### src/rtl/trig_route_map.svh
// offsets, field positions and reset values of the trigger routing block
// assumes byte addressing on a 32-bit register bus, one register per word
`ifndef TRIG_ROUTE_MAP_SVH
`define TRIG_ROUTE_MAP_SVH

`define TR_ADDR_W 4
`define TR_DATA_W 32
`define TR_BE_W 4

// register byte offsets
`define TR_OFF_CTRL 4'h0
`define TR_OFF_A_CFG 4'h4
`define TR_OFF_B_CFG 4'h8
`define TR_OFF_LEVELS 4'hc

// control register bit positions
`define TR_CTRL_A2_DRIVE 0
`define TR_CTRL_A2_RECEIVE 1
`define TR_CTRL_A4_DRIVE 2
`define TR_CTRL_A4_RECEIVE 3
`define TR_CTRL_W 4

// pin field layout, one 4-bit field per pin, pin n at bits 4n+3..4n
`define TR_PIN_COUNT 7
`define TR_FIELD_W 4
`define TR_CFG_W 28
`define TR_FIELD_SRC_LSB 0
`define TR_FIELD_EN_BIT 3

// levels register layout
`define TR_LVL_A_LSB 0
`define TR_LVL_B_LSB 8

// reset values
`define TR_CTRL_RST 4'h0
`define TR_CFG_RST 28'h0000000
`define TR_IDLE_LEVEL 1'b1

`endif

### src/rtl/trig_route_pkg.sv
// types shared by the trigger crossbar routing block
// assumes trig_route_map.svh is on the include path
package trig_route_pkg;
    `include "trig_route_map.svh"

    typedef struct packed {
        logic a4_receive;
        logic a4_drive;
        logic a2_receive;
        logic a2_drive;
    } route_ctrl_t;

    typedef struct packed {
        logic pin_drive_enable;
        logic [2:0] source_pin;
    } pin_field_t;

    typedef pin_field_t [`TR_PIN_COUNT-1:0] pin_fields_t;

    typedef struct packed {
        logic waitrequest;
        logic [`TR_DATA_W-1:0] readdata;
    } bus_resp_t;

    typedef struct packed {
        logic [`TR_PIN_COUNT-1:0] out;
        logic [`TR_PIN_COUNT-1:0] oe;
    } trig_drive_t;

    typedef struct packed {
        logic convert_out;
        logic convert_oe;
        logic counter5_source_input_out;
        logic counter5_source_input_oe;
        logic ext_trig_out;
        logic ext_trig_oe;
        logic frequency;
        logic counter2;
        logic counter5;
        logic counter1;
    } connector_drive_t;

    typedef struct packed {
        logic external_convert_n;
        logic counter1_gate_input;
        logic counter5_source_input;
        logic timer_trigger_n;
        logic external_trigger_n;
    } board_rx_t;

    typedef struct packed {
        route_ctrl_t ctrl;
        pin_fields_t a_cfg;
        pin_fields_t b_cfg;
        bus_resp_t bus;
        trig_drive_t trig;
        connector_drive_t conn;
        board_rx_t rx;
        logic [`TR_PIN_COUNT-1:0] a_level;
    } route_state_t;

    // source selects 0..6 name a pin; 7 names nothing and reads low
    function automatic logic pick_pin(input logic [`TR_PIN_COUNT-1:0] levels, input logic [2:0] sel);
        logic v;
        v = 1'b0;
        if (sel < 3'h7) begin
            v = levels[sel];
        end
        return v;
    endfunction
endpackage

### src/rtl/trigger_crossbar.sv
// 7x7 crossbar between the board-side A pins and the trigger bus B pins
// purely combinational; the instantiating module registers every result
`timescale 1ns/1ps
`include "trig_route_map.svh"
module trigger_crossbar
    import trig_route_pkg::*;
(
    // configuration
    input wire pin_fields_t a_cfg,
    input wire pin_fields_t b_cfg,
    // levels presented by the board on each A pin when the crossbar leaves it
    input wire logic [`TR_PIN_COUNT-1:0] a_board,
    // resolved trigger line levels
    input wire logic [`TR_PIN_COUNT-1:0] trig_in,
    // results
    output logic [`TR_PIN_COUNT-1:0] a_level,
    output trig_drive_t trig
);
    always_comb begin
        for (int i = 0; i < `TR_PIN_COUNT; i++) begin
            // an A pin with its enable clear is left to the board
            if (a_cfg[i].pin_drive_enable) begin
                a_level[i] = pick_pin(trig_in, a_cfg[i].source_pin);
            end else begin
                a_level[i] = a_board[i];
            end
        end
        for (int j = 0; j < `TR_PIN_COUNT; j++) begin
            trig.oe[j] = b_cfg[j].pin_drive_enable;
            trig.out[j] = b_cfg[j].pin_drive_enable & pick_pin(a_level, b_cfg[j].source_pin);
        end
    end
endmodule

### src/rtl/trigger_pin_router.sv
// trigger crossbar pin routing: board timing signals onto the crossbar A side,
// trigger bus lines on the B side, with shared-pin control and an Avalon-MM slave
// assumes all pin inputs are synchronous to core_clk and the pin wires are
// resolved outside from each out/oe pair
//
// Summary of operation
// - seven A pins carry board timing signals
// - seven B pins, one per trigger line
// - fixed signal assignment to each A pin
// - nine signals share seven A pins
// - all nine signals also on front connector
// - drive bit puts counter 2 output on A2
// - receive bit feeds counter 1 gate from A2
// - both A2 bits loop counter2 into gate; here only while the A2 enable is clear
// - drive bit puts counter 5 output on A4
// - receive bit sources timer trigger from A4
// - both A4 bits loop counter5 into trigger; here only while the A4 enable is clear
// - receive clear uses external timer trigger input
// - pin with enable clear is never driven
//
// The Avalon-MM register port and the placing of the registers are this design's own decisions.
`timescale 1ns/1ps
`include "trig_route_map.svh"
module trigger_pin_router
    import trig_route_pkg::*;
(
    // clock and reset
    input wire logic core_clk,
    input wire logic rst,
    // avalon-mm slave
    input wire logic [`TR_ADDR_W-1:0] address,
    input wire logic read,
    input wire logic write,
    input wire logic [`TR_DATA_W-1:0] writedata,
    input wire logic [`TR_BE_W-1:0] byteenable,
    output logic [`TR_DATA_W-1:0] readdata,
    output logic waitrequest,
    // board-side signals produced by the counters
    input wire logic frequency_output,
    input wire logic counter2_output,
    input wire logic counter5_output,
    input wire logic counter1_output,
    // board-side signals delivered to the counters and converter
    output logic external_convert_n,
    output logic counter1_gate_input,
    output logic counter5_source_input,
    output logic timer_trigger_n,
    output logic external_trigger_n,
    // front connector, two-way pins
    input wire logic conn_convert_n_in,
    output logic conn_convert_n_out,
    output logic conn_convert_n_oe,
    input wire logic conn_counter5_source_input_in,
    output logic conn_counter5_source_input_out,
    output logic conn_counter5_source_input_oe,
    input wire logic conn_ext_trigger_n_in,
    output logic conn_ext_trigger_n_out,
    output logic conn_ext_trigger_n_oe,
    // front connector, one-way pins
    input wire logic conn_counter1_gate_input_in,
    input wire logic external_timer_trigger_n,
    output logic conn_frequency_output,
    output logic conn_counter2_output,
    output logic conn_counter5_output,
    output logic conn_counter1_output,
    // trigger bus lines 0..6
    input wire logic [`TR_PIN_COUNT-1:0] trigger_line_in,
    output logic [`TR_PIN_COUNT-1:0] trigger_line_out,
    output logic [`TR_PIN_COUNT-1:0] trigger_line_oe
);
    route_state_t state_r;
    route_state_t state_nxt;
    logic [`TR_PIN_COUNT-1:0] a_board;
    logic [`TR_PIN_COUNT-1:0] a_level;
    trig_drive_t trig_drive;
    logic req;
    logic take;

    // byte-lane merge used by every writable register
    function automatic logic [`TR_DATA_W-1:0] merge_bytes(
        input logic [`TR_DATA_W-1:0] old,
        input logic [`TR_DATA_W-1:0] wdata,
        input logic [`TR_BE_W-1:0] be
    );
        logic [`TR_DATA_W-1:0] v;
        v = old;
        for (int b = 0; b < `TR_BE_W; b++) begin
            if (be[b]) begin
                v[b*8 +: 8] = wdata[b*8 +: 8];
            end
        end
        return v;
    endfunction

    // what the board presents on each A pin when the crossbar does not drive it;
    // a shared pin whose drive bit is clear idles high, like a pulled-up line
    always_comb begin
        a_board[0] = conn_convert_n_in;
        a_board[1] = frequency_output;
        if (state_r.ctrl.a2_drive) begin
            a_board[2] = counter2_output;
        end else begin
            a_board[2] = `TR_IDLE_LEVEL;
        end
        a_board[3] = conn_counter5_source_input_in;
        if (state_r.ctrl.a4_drive) begin
            a_board[4] = counter5_output;
        end else begin
            a_board[4] = `TR_IDLE_LEVEL;
        end
        a_board[5] = counter1_output;
        a_board[6] = conn_ext_trigger_n_in;
    end

    trigger_crossbar u_xbar (
        .a_cfg(state_r.a_cfg),
        .b_cfg(state_r.b_cfg),
        .a_board(a_board),
        .trig_in(trigger_line_in),
        .a_level(a_level),
        .trig(trig_drive)
    );

    // a request is answered one cycle after it is seen, waitrequest low for one cycle
    assign req = read | write;
    assign take = req & ~state_r.bus.waitrequest;

    always_comb begin
        logic [`TR_DATA_W-1:0] merged;
        merged = '0;
        state_nxt = state_r;

        // bus handshake
        state_nxt.bus.waitrequest = ~(req & state_r.bus.waitrequest);
        if (req & state_r.bus.waitrequest & read) begin
            case (address)
                `TR_OFF_CTRL: begin
                    state_nxt.bus.readdata = {{(`TR_DATA_W-`TR_CTRL_W){1'b0}}, state_r.ctrl};
                end
                `TR_OFF_A_CFG: begin
                    state_nxt.bus.readdata = {{(`TR_DATA_W-`TR_CFG_W){1'b0}}, state_r.a_cfg};
                end
                `TR_OFF_B_CFG: begin
                    state_nxt.bus.readdata = {{(`TR_DATA_W-`TR_CFG_W){1'b0}}, state_r.b_cfg};
                end
                `TR_OFF_LEVELS: begin
                    state_nxt.bus.readdata = '0;
                    state_nxt.bus.readdata[`TR_LVL_A_LSB +: `TR_PIN_COUNT] = state_r.a_level;
                    state_nxt.bus.readdata[`TR_LVL_B_LSB +: `TR_PIN_COUNT] = trigger_line_in;
                end
                default: begin
                    state_nxt.bus.readdata = '0;
                end
            endcase
        end

        // writes land at the edge where waitrequest is seen low
        if (take & write) begin
            case (address)
                `TR_OFF_CTRL: begin
                    merged = merge_bytes({{(`TR_DATA_W-`TR_CTRL_W){1'b0}}, state_r.ctrl},
                        writedata, byteenable);
                    // bits above the field are not stored, so they read back zero
                    state_nxt.ctrl = route_ctrl_t'(merged[`TR_CTRL_W-1:0]);
                end
                `TR_OFF_A_CFG: begin
                    merged = merge_bytes({{(`TR_DATA_W-`TR_CFG_W){1'b0}}, state_r.a_cfg},
                        writedata, byteenable);
                    state_nxt.a_cfg = pin_fields_t'(merged[`TR_CFG_W-1:0]);
                end
                `TR_OFF_B_CFG: begin
                    merged = merge_bytes({{(`TR_DATA_W-`TR_CFG_W){1'b0}}, state_r.b_cfg},
                        writedata, byteenable);
                    state_nxt.b_cfg = pin_fields_t'(merged[`TR_CFG_W-1:0]);
                end
                default: begin
                    // levels register and unmapped offsets ignore writes
                    state_nxt.ctrl = state_r.ctrl;
                end
            endcase
        end

        // A-pin levels for readback only; the B side takes them straight from the crossbar
        state_nxt.a_level = a_level;

        // trigger bus drive; a B pin with its enable clear floats
        state_nxt.trig = trig_drive;

        // board receivers
        state_nxt.rx.external_convert_n = a_level[0];
        state_nxt.rx.counter5_source_input = a_level[3];
        state_nxt.rx.external_trigger_n = a_level[6];
        // with both A2 bits set and the A2 enable clear the gate sees counter 2 through the pin
        if (state_r.ctrl.a2_receive) begin
            state_nxt.rx.counter1_gate_input = a_level[2];
        end else begin
            state_nxt.rx.counter1_gate_input = conn_counter1_gate_input_in;
        end
        // with both A4 bits set and the A4 enable clear the trigger sees counter 5 through the pin
        if (state_r.ctrl.a4_receive) begin
            state_nxt.rx.timer_trigger_n = a_level[4];
        end else begin
            state_nxt.rx.timer_trigger_n = external_timer_trigger_n;
        end

        // front connector: two-way pins driven only while the crossbar drives
        // their A pin, otherwise they stay inputs
        state_nxt.conn.convert_out = a_level[0];
        state_nxt.conn.convert_oe = state_r.a_cfg[0].pin_drive_enable;
        state_nxt.conn.counter5_source_input_out = a_level[3];
        state_nxt.conn.counter5_source_input_oe = state_r.a_cfg[3].pin_drive_enable;
        state_nxt.conn.ext_trig_out = a_level[6];
        state_nxt.conn.ext_trig_oe = state_r.a_cfg[6].pin_drive_enable;
        state_nxt.conn.frequency = frequency_output;
        state_nxt.conn.counter2 = counter2_output;
        state_nxt.conn.counter5 = counter5_output;
        state_nxt.conn.counter1 = counter1_output;
    end

    // reset leaves every trigger line and two-way connector pin undriven and both shared pins released
    always_ff @(posedge core_clk or posedge rst) begin
        if (rst) begin
            state_r.ctrl <= `TR_CTRL_RST;
            state_r.a_cfg <= `TR_CFG_RST;
            state_r.b_cfg <= `TR_CFG_RST;
            state_r.bus.waitrequest <= 1'b1;
            state_r.bus.readdata <= 32'h00000000;
            state_r.trig <= '0;
            state_r.conn <= '0;
            state_r.rx <= '1;
            state_r.a_level <= '1;
        end else begin
            state_r <= state_nxt;
        end
    end

    // outputs straight from the state register
    assign readdata = state_r.bus.readdata;
    assign waitrequest = state_r.bus.waitrequest;
    assign external_convert_n = state_r.rx.external_convert_n;
    assign counter1_gate_input = state_r.rx.counter1_gate_input;
    assign counter5_source_input = state_r.rx.counter5_source_input;
    assign timer_trigger_n = state_r.rx.timer_trigger_n;
    assign external_trigger_n = state_r.rx.external_trigger_n;
    assign conn_convert_n_out = state_r.conn.convert_out;
    assign conn_convert_n_oe = state_r.conn.convert_oe;
    assign conn_counter5_source_input_out = state_r.conn.counter5_source_input_out;
    assign conn_counter5_source_input_oe = state_r.conn.counter5_source_input_oe;
    assign conn_ext_trigger_n_out = state_r.conn.ext_trig_out;
    assign conn_ext_trigger_n_oe = state_r.conn.ext_trig_oe;
    assign conn_frequency_output = state_r.conn.frequency;
    assign conn_counter2_output = state_r.conn.counter2;
    assign conn_counter5_output = state_r.conn.counter5;
    assign conn_counter1_output = state_r.conn.counter1;
    assign trigger_line_out = state_r.trig.out;
    assign trigger_line_oe = state_r.trig.oe;
endmodule

### config.mk
export PLATFORM = sky130hd
export DESIGN_NAME = trigger_pin_router
export DESIGN_NICKNAME = d
export VERILOG_FILES = /design/src/rtl/trig_route_pkg.sv /design/src/rtl/trigger_crossbar.sv /design/src/rtl/trigger_pin_router.sv
export VERILOG_INCLUDE_DIRS = /design/src /design/src/rtl
export SDC_FILE = /design/constraint.sdc
export NUM_CORES = 1
export LEC_CHECK = 0
export ABC_CLOCK_PERIOD_IN_PS = 10800
export BUFFER_PORTS_ARGS = -buffer_cell sky130_fd_sc_hd__clkbuf_2
export CORE_AREA = 2 2 123 125
export CTS_CLUSTER_SIZE = 10
export DETAILED_ROUTE_END_ITERATION = 16
export DIE_AREA = 0 0 125 127
export HOLD_SLACK_MARGIN = 0.05
export SYNTH_ARGS = -nofsm -noshare
export SYNTH_HDL_FRONTEND = slang
export SYNTH_SLANG_ARGS = --single-unit
### constraint.sdc
create_clock -name core_clk -period 10.8 [get_ports core_clk]
set_clock_uncertainty 0.1 [all_clocks]
set_input_delay 0.54 -clock core_clk [delete_from_list [all_inputs] [get_ports core_clk]]
set_output_delay 0.54 -clock core_clk [all_outputs]
set_load 0.01 [all_outputs]
==> run_results.csv, run 1 <==
group,metric,value,unit
cells_and_area,layout-drive-gt1-share,35.22,%
grt,grt_max_degree,79,
synth,synth_top_cell_area_share,46.35,%
sta,report.final.hold_viol_count,0,
clocking,cts-root-buf,"clkbuf_16",
floorplanning,fp.dieH,127,um
clocking,post_cts_buffers,0,
synth,synth_cells,554,
synth,ys_seq_area_share,50.69,%
clocking,cts_tree,"built",
cells_and_area,area_growth,14.98,%
synth,syn_area,6047,um^2
floorplanning,coreArea,14420,um^2
worst_setup_path,critPathCapture,"trigger_line_out[2]",
placement,portBuffers,113,
hold_path,hold_path.class,"in -> async",
routing,vias,4517,
floorplanning,rows,44,
floorplanning,dieWidth,125,um
pwr,p_leak,3.238,nW
worst_setup_path,crit_buf_inv,0,
worst_setup_path,cpMaxStageDelayCell,"a2111oi_1",
synth,syn_area_per_cell,10.92,um^2
outcome,status,"finished clean",
worst_setup_path,rrSetupSlack,8.20,ns
worst_setup_path,crit_fanout,7,
sta,fmax,384.0,MHz
sta,rsz0062_at_grt,"no",
synth,synthTopCellsByArea,"dfrtp_1 46%, mux2_2 9.7%, buf_4 5.7%",
synth,yosys.area.top_type,"dfrtp_1",
sta,tightest_slew,1.258,ns
clocking,clock_sinks,122,
cells_and_area,final_nets,666,
worst_setup_path,crit_required,10.99,ns
sta,fin_crit_sh,24.11,%
worst_setup_path,endpoint_kind,"flip-flop",
synth,synthArstFlopShare,100.0,%
sta,setup_violations,0,
synth,synth_seq_cells,122,
worst_setup_path,crit_chain,"mux2i_1 -> o21ai_1 -> a2111oi_1 -> nor2_1 -> a311oi_1 -> a211oi_1",
floorplanning,ioPinCount,122,
placement,place_area,6365,um^2
worst_setup_path,crit_cells,6,
worst_setup_path,rr_endpoint,"trigger_line_out[2]",
pwr,p_per_area,196.3,nW/um^2
grt,grt-ovfl-total,0,
sta,tns,0,ns
pwr,ir_worst_vdd,0.00009861,V
clocking,cts_hold_buf,0,
routing,post-route-drc-count,0,
synth,yosysWarnings,0,
cells_and_area,final_util,48.20,%
clocking,cts_resized,0,
routing,via_per_inst,5.625,
worst_setup_path,r2r_start,"state_r[110]",
grt,grt_usage,21.31,%
routing,drtAntennaViolNets,0,
grt,grt_first_pass_wirelength,25580,um
routing,drt_iter0_drc,384,
sta,maxSlewViolCount,0,
cells_and_area,antenna_cells,0,
worst_setup_path,r2r_cells,6,
clocking,clk_path_buf_depth,2,
worst_setup_path,startpoint,"state_r[110]",
floorplanning,initial_core_util,41.92,%
worst_setup_path,cpLargestDelayFamily,"compound AO/OA/AOI/OAI gates",
floorplanning,fp.dieArea,15880,um^2
clocking,cts_buffers,17,
worst_setup_path,arrival,2.79,ns
worst_setup_path,criticalPathCategory,"reg -> reg",
clocking,htreeDepth,4,
synth,ys_types,51,
synth,synth_ff_type,"dfrtp_1",
worst_setup_path,start_kind,"flip-flop",
grt,antenna_found_initial,0,
clocking,clk-insertion-delay-late,0.43,ns
routing,wl_per_cell,20.37,um
cells_and_area,fillers,1334,
worst_setup_path,cpPeakStageDelay,0.67,ns
clocking,path_clk_slew,0.05,ns
routing,finalWirelength,16350,um
job,maxCapViolations,0,
grt,grt_pass1_vias,4672,
sta,period_minus_slack,2.604,ns
placement,place.gp.congestion,0.8681,
placement,dp_hpwl,11370,um
cells_and_area,layout_common_cells,"113 x clkbuf_2, 112 x dfrtp_1, 52 x mux2_2",
cells_and_area,design_area,6953,um^2
cells_and_area,final_common_cell,"clkbuf_2",
sta,holdWs,0.06433,ns
synth,synth_edf_count,0,
sta,max_slew_margin,15.36,%
routing,firstDrtPassIters,4,
[state kept, by name (all words and copies together), names as in the netlist, 3 cells and up]
register	count
readdata	28
trigger_line_out	7
trigger_line_oe	7
state_nxt	3
state_r	64
[cell usage after synthesis, types with 3 or more instances]
cell / instances
and3_1: 10
a22o_1: 16
buf_2: 11
nor2_1: 20
nand3b_1: 8
clkbuf_2: 3
dfstp_2: 10
dfrtp_1: 112
a2111oi_0: 5
o2111ai_1: 3
o21ai_0: 31
nand3_1: 5
o31ai_1: 3
mux2_2: 52
clkbuf_1: 22
nor2b_1: 11
o21ai_1: 11
nand2_1: 49
mux2i_1: 24
o22ai_1: 3
a22oi_1: 15
nor3b_1: 5
a21oi_1: 16
nor3_1: 4
a221oi_1: 6
nor4_1: 6
buf_4: 46
inv_1: 14
[through the flow]
| stage | std cells | setup WS (ns) | total power [mW] |
|---|---|---|---|
| after floorplan | 557 | 6.934 | 0.7271 |
| final | 803 | 8.196 | 1.365 |
| after CTS | 803 | 8.204 | 1.371 |
| after global placement | 771 | 8.011 | 0.7895 |
| after global routing | 803 | 7.950 | 1.425 |
| after detailed placement | 771 | 7.978 | 0.8006 |
[metal layers]
metal  GRT usage, %  up-vias  routed length [um]
met1          27.27     2228                6979
met2          33.63      205                7794
met3          6.616       39                1125
li1               -     2045                   -
met4          9.281        0                 453
met5              0        -                   0
[worst min path at each step]
stage / to / slack, ns / cells past startpoint
final: trigger_line_oe[1] / 0.06 / 2
after global routing: conn_counter5_output / 0.11 / 2
after CTS: conn_counter5_output / 0.08 / 2
after detailed placement: trigger_line_oe[5] / 0.32 / 0
after global placement: trigger_line_oe[5] / 0.32 / 0
after floorplan: trigger_line_oe[0] / 0.29 / 0
[cell type report]
type,instances,area (um^2),share of cell area (%)
Inverter,15,58.81,0.8458
Multi-Input combinational cell,334,2422,34.84
Clock buffer,23,467.9,6.730
Timing Repair Buffer,116,588.1,8.458
Tap cell,184,230.2,3.311
Clock inverter,9,120.1,1.728
Sequential cell,122,3065,44.09
[kinds of logic (layout without fill, tap and decap cells)]
kind of cell	Yosys count	after routing	synth area share (%)
AOI/OAI and AO/OA	127	127	14.63
buffers and inverters	101	163	9.663
muxes	78	78	14.40
other	1	4	0.06201
DFF	122	122	50.69
and+or+nand+nor	125	125	10.55
[power breakdown]
group	total (mW)	leakage (nW)	switching, mW	internal, mW
Clock	0.569	0.294	0.198	0.372
Sequential	0.583	1.57	0.0626	0.520
Combinational	0.213	1.37	0.122	0.0909
Power figures use the tool's default switching activity.
==> run 2: changes to the inputs <==
Settings changed: ABC_CLOCK_PERIOD_IN_PS 10800 to 2200, PLACE_DENSITY set to 0.66.
Clock period 10.8 ns to 2.2 ns, I/O delays scaled along.
==> run_results.csv, run 2 (synthesis results as in run 1) <==
group,metric,value,unit
cells_and_area,area_growth,25.82,%
worst_setup_path,endpoint_kind,"flip-flop",
routing,post-route-drc-count,0,
sta,fin_crit_sh,96.94,%
cells_and_area,layout_common_cells,"113 x clkbuf_2, 111 x dfrtp_1, 52 x mux2_2",
routing,vias,4746,
cells_and_area,layout.cells.non_filler,863,
pwr,p_leak,3.525,nW
clocking,clock_sinks,122,
floorplanning,coreArea,14420,um^2
sta,tightest_slew,0.6874,ns
cells_and_area,layout-drive-gt1-share,36.67,%
floorplanning,initial_core_util,41.92,%
worst_setup_path,crit_chain,"nand2b_1 -> mux4_2 -> and2_4 -> nor2_8 -> a211oi_2 -> a2111oi_2",
grt,top_usage_layer,"met2",
routing,drtAntennaViolNets,0,
grt,grt_use_met1,27.61,%
placement,place.gp.congestion,0.8665,
cells_and_area,reg_top3,"state_r (64), readdata (28)",
routing,via_per_inst,5.499,
pwr,power.total,7.024,mW
worst_setup_path,rrSetupSlack,0.07,ns
job,maxCapViolations,0,
worst_setup_path,crit_buf_inv,0,
grt,use_met3,6.491,%
sta,setup_violations,0,
worst_setup_path,cpMaxStageDelayCell,"mux4_2",
worst_setup_path,cpLargestDelayFamily,"simple AND/OR/NAND/NOR gates",
clocking,path_clk_slew,0.05,ns
hold_path,hold_path.class,"in -> reg",
clocking,cts_tree,"built",
clocking,cts_buffers,17,
grt,grt-ovfl-total,0,
routing,drt_iter0_drc,312,
floorplanning,fp.dieH,127,um
grt,antenna_found_initial,0,
worst_setup_path,cpPeakStageDelay,0.47,ns
clocking,clk_path_buf_depth,2,
sta,period_minus_slack,2.133,ns
grt,grt_max_degree,123,
routing,finalWirelength,16720,um
floorplanning,rows,44,
worst_setup_path,crit_required,2.41,ns
cells_and_area,top_register,"state_r",
sta,fmax,468.9,MHz
placement,dp.cells,793,
cells_and_area,final_common_cell,"clkbuf_2",
placement,dp_hpwl,11720,um
clocking,cts-root-buf,"clkbuf_16",
worst_setup_path,arrival,2.34,ns
sta,tns,0,ns
pwr,p_per_area,923.2,nW/um^2
worst_setup_path,criticalPathCategory,"reg -> reg",
routing,firstDrtPassIters,5,
placement,portBuffers,113,
sta,report.final.hold_viol_count,0,
floorplanning,ioPinCount,122,
grt,use_met2,34.97,%
cells_and_area,antenna_cells,0,
pwr,ir_worst_vdd,0.0004871,V
outcome,status,"finished clean",
worst_setup_path,start_kind,"flip-flop",
floorplanning,fp.dieArea,15880,um^2
floorplanning,dieWidth,125,um
worst_setup_path,crit_fanout,6,
cells_and_area,largest_register_ffs,64,
grt,grt_pass1_vias,4908,
cells_and_area,final_nets,727,
routing,wl_per_cell,19.38,um
sta,max_slew_margin,54.18,%
grt,grt_usage,21.55,%
clocking,htreeDepth,4,
clocking,clk-insertion-delay-late,0.41,ns
sta,maxSlewViolCount,0,
grt,grt_first_pass_wirelength,26450,um
[run 2: final cells by class]
cell class	count	area, um^2
clock buffer	26	529.3
fill	1258	6815
timing repair buffer	177	1167
inverter	15	60.06
multi-input combinational	334	2450
sequential	122	3067
tap	184	230.2
clock inverter	5	105.1
[run 2: stage by stage]
stage | setup WS (ns) | hold WS, ns | utilization (%) | area, um^2
after floorplan | 0.1458 | 0.04143 | - | 6062
after global placement | 0.1183 | 0.1448 | 45.42 | 6551
after detailed placement | 0.02278 | 0.1423 | 45.42 | 6551
after CTS | 0.004282 | 0.08536 | 52.39 | 7556
after global routing | -0.04308 | 0.1346 | 52.75 | 7609
final | 0.06727 | 0.1125 | 52.75 | 7609
[run 2: what timing repair did]
item | 4_1_cts | 5_1_grt
endpoints found under the hold margin | 179 | 0
buffers inserted | 0 | 2
setup endpoints to repair | 0 | 7
hold buffers | 37 | 0
gates resized for setup | 0 | 11
[run 2: where the power goes]
part           leakage [nW]  total (mW)  internal (mW)  switching, mW
Sequential             1.57        2.87           2.55          0.321
Clock                 0.305        2.95           1.99          0.958
Combinational          1.65        1.20          0.588          0.616
[run 2: worst paths after layout]
kind | startpoint | depth (start not counted) | to
min in group asynchronous | rst | 4 | readdata[4]
hold reg to reg | state_nxt[18] | 0 | conn_counter5_source_input_oe
hold / removal | byteenable[3] | 3 | state_r[93]
setup / recovery | state_r[114] | 6 | trigger_line_out[3]
max in group asynchronous | rst | 4 | state_r[99]
setup reg to reg | state_r[114] | 6 | trigger_line_out[3]
[run 2: worst register-to-register path, stage by stage, from the launching register on]
cell       delay (ns)
dfrtp_1          0.45
nand2b_1         0.18
mux4_2           0.47
and2_4           0.22
nor2_8           0.17
a211oi_2         0.09
a2111oi_2        0.34
[run 2: routing by layer]
metal	share of wire [%]	wire (um)
met1	43	7110
met2	49	8220
met3	6.3	1061
met4	2.0	331
met5	0	0
==> run 3: changes to the inputs <==
Settings changed: ABC_CLOCK_PERIOD_IN_PS 2200 to 1900.
Clock period 2.2 ns to 1.9 ns, I/O delays scaled along.
==> run_results.csv, run 3 (synthesis results as in run 1) <==
group,metric,value,unit
routing,vias,4970,
sta,period_minus_slack,2.109,ns
hold_path,hold_path.class,"in -> reg",
pwr,p_comb_share,20.5,%
clocking,clk-insertion-delay-late,0.42,ns
grt,grt-ovfl-total,0,
pwr,internal_power,6.143,mW
grt,antenna_found_initial,0,
sta,maxSlewViolCount,0,
cells_and_area,antenna_cells,0,
placement,dp_hpwl,11890,um
pwr,p_per_area,1051,nW/um^2
routing,firstDrtPassIters,4,
clocking,htreeDepth,4,
routing,drtAntennaViolNets,0,
hold_path,whs_path_depth,4,
pwr,switchingPower,2.436,mW
placement,portBuffers,113,
cells_and_area,final_common_cell,"clkbuf_2",
pwr,clkPwrFrac,40.4,%
clocking,cts_tree,"built",
sta,max_slew_margin,56.43,%
job,maxCapViolations,0,
cells_and_area,final_nets,764,
cells_and_area,area_growth,34.99,%
routing,wl_per_cell,19.69,um
clocking,clk_path_buf_depth,2,
worst_setup_path,rrSetupSlack,-0.21,ns
worst_setup_path,crit_buf_inv,1,
pwr,p_leak,3.749,nW
routing,via_per_inst,5.516,
floorplanning,coreArea,14420,um^2
worst_setup_path,cpMaxStageDelayCell,"mux4_2",
sta,fin_crit_sh,111.0,%
routing,finalWirelength,17750,um
worst_setup_path,r2r_cells,7,
routing,post-route-drc-count,0,
worst_setup_path,crit_required,2.11,ns
worst_setup_path,cpLargestDelayFamily,"simple AND/OR/NAND/NOR gates",
hold_path,holdPathEnd,"state_r[78]",
grt,grt_usage,22.53,%
clocking,clock_sinks,122,
floorplanning,ioPinCount,122,
floorplanning,dieWidth,125,um
routing,drt_iter0_drc,377,
sta,report.final.hold_viol_count,0,
cells_and_area,largest_register_ffs,64,
sta,fin_ws,-0.2095,ns
outcome,status,"finished, violations left",
worst_setup_path,endpoint_kind,"flip-flop",
cells_and_area,layout-drive-gt1-share,45.47,%
worst_setup_path,rr_endpoint,"trigger_line_out[4]",
cells_and_area,reg_top3,"state_r (64), readdata (28)",
clocking,cts-root-buf,"clkbuf_16",
worst_setup_path,arrival,2.32,ns
worst_setup_path,crit_fanout,7,
worst_setup_path,cpPeakStageDelay,0.48,ns
cells_and_area,top_register,"state_r",
clocking,cts_buffers,17,
clocking,path_clk_slew,0.06,ns
floorplanning,fp.dieArea,15880,um^2
placement,place.gp.congestion,0.9094,
cells_and_area,layout_common_cells,"113 x clkbuf_2, 106 x dfrtp_1, 52 x mux2_2, 52 x buf_4, 49 x nand2_1",
worst_setup_path,crit_chain,"nand2b_4 -> mux4_2 -> a21o_4 -> buf_6 -> nand3_2 -> a21oi_2 -> nor4_2",
pwr,p_sw_share,28.39,%
pwr,power_frac_seq,39.1,%
worst_setup_path,start_kind,"flip-flop",
worst_setup_path,criticalPathCategory,"reg -> reg",
sta,setup_violations,7,
outcome,violations,"negative setup slack",
sta,fmax,474.1,MHz
sta,tns,-0.9110,ns
grt,grt_pass1_vias,5104,
grt,grt_max_degree,123,
floorplanning,initial_core_util,41.92,%
sta,tightest_slew,0.6535,ns
worst_setup_path,r2r_start,"state_r[106]",
hold_path,worstHoldStart,"byteenable[1]",
grt,grt_first_pass_wirelength,27640,um
pwr,power.total,8.579,mW
floorplanning,fp.dieH,127,um
pwr,ir_worst_vdd,0.0005877,V
sta,rsz0062_at_grt,"yes",
floorplanning,rows,44,
[run 3: cell types whose count changed in the layout (fill, tap and decap cells not counted), sizes merged]
cell / before / now
buf: 27 / 64
bufinv: 3 / 4
clkbuf: 139 / 134
clkinv: 0 / 2
clkinvlp: 3 / 6
[run 3: area by class of cell]
cell class                      instances  area, um^2
Fill cell                            1245        6261
Sequential cell                       122        3073
Multi-Input combinational cell        334        2663
Timing Repair Buffer                  214        1496
Clock buffer                           21       470.5
Tap cell                              184       230.2
Clock inverter                         11       167.7
Inverter                               15       62.56
[run 3: how the worst max path moves through the flow]
stage,depth (start not counted),to,from,slack (ns)
2_1_floorplan,8,trigger_line_out[3],state_r[114],-0.06
3_3_place_gp,6,trigger_line_out[1],state_r[106],-0.22
6_report,7,trigger_line_out[4],state_r[106],-0.21
4_1_cts,7,trigger_line_out[1],state_r[99],-0.09
5_1_grt,7,trigger_line_out[1],state_r[99],-0.27
3_5_place_dp,6,trigger_line_out[1],state_r[106],-0.30
[run 3: what timing repair did]
item / CTS / global route
pin swaps: 19 / 8
resized for setup: 41 / 19
hold endpoints to repair: 179 / 0
endpoints found under the setup margin: 8 / 7
buffers inserted: 11 / 3
hold buffers: 37 / 0
[run 3: tightest hold or removal path: stages]
cell and delay (ns):
clkbuf_2 0.09, and3_1 0.20, buf_12 0.14, o21ai_0 0.07
[run 3: through the flow]
stage	std cells	instance area, um^2	setup WS [ns]	utilization (%)	hold WS [ns]
floorplan	557	6087	-0.05597	-	0.02643
global placement	819	6797	-0.2191	47.12	0.1266
detailed placement	819	6797	-0.2965	47.12	0.1258
CTS	898	8034	-0.08701	55.70	0.09820
global route	901	8163	-0.2674	56.59	0.1245
finish	901	8163	-0.2095	56.59	0.1129
[run 3: routing by layer]
layer | vias to the layer above | track usage, % | share of wire (%)
met2 | 172 | 36.73 | 49
met1 | 2515 | 29.15 | 43
met4 | 0 | 9.542 | 2.1
li1 | 2250 | - | -
met5 | - | 0 | 0
met3 | 33 | 5.151 | 5.8
[run 3: power groups by stage]
stage	combinational (mW)	clock [mW]	sequential, mW
CTS	1.65	3.51	3.33
global route	1.88	3.62	3.40
floorplan	0.938	0	3.22
global placement	1.37	0	3.34
detailed placement	1.40	0	3.35
finish	1.76	3.46	3.36
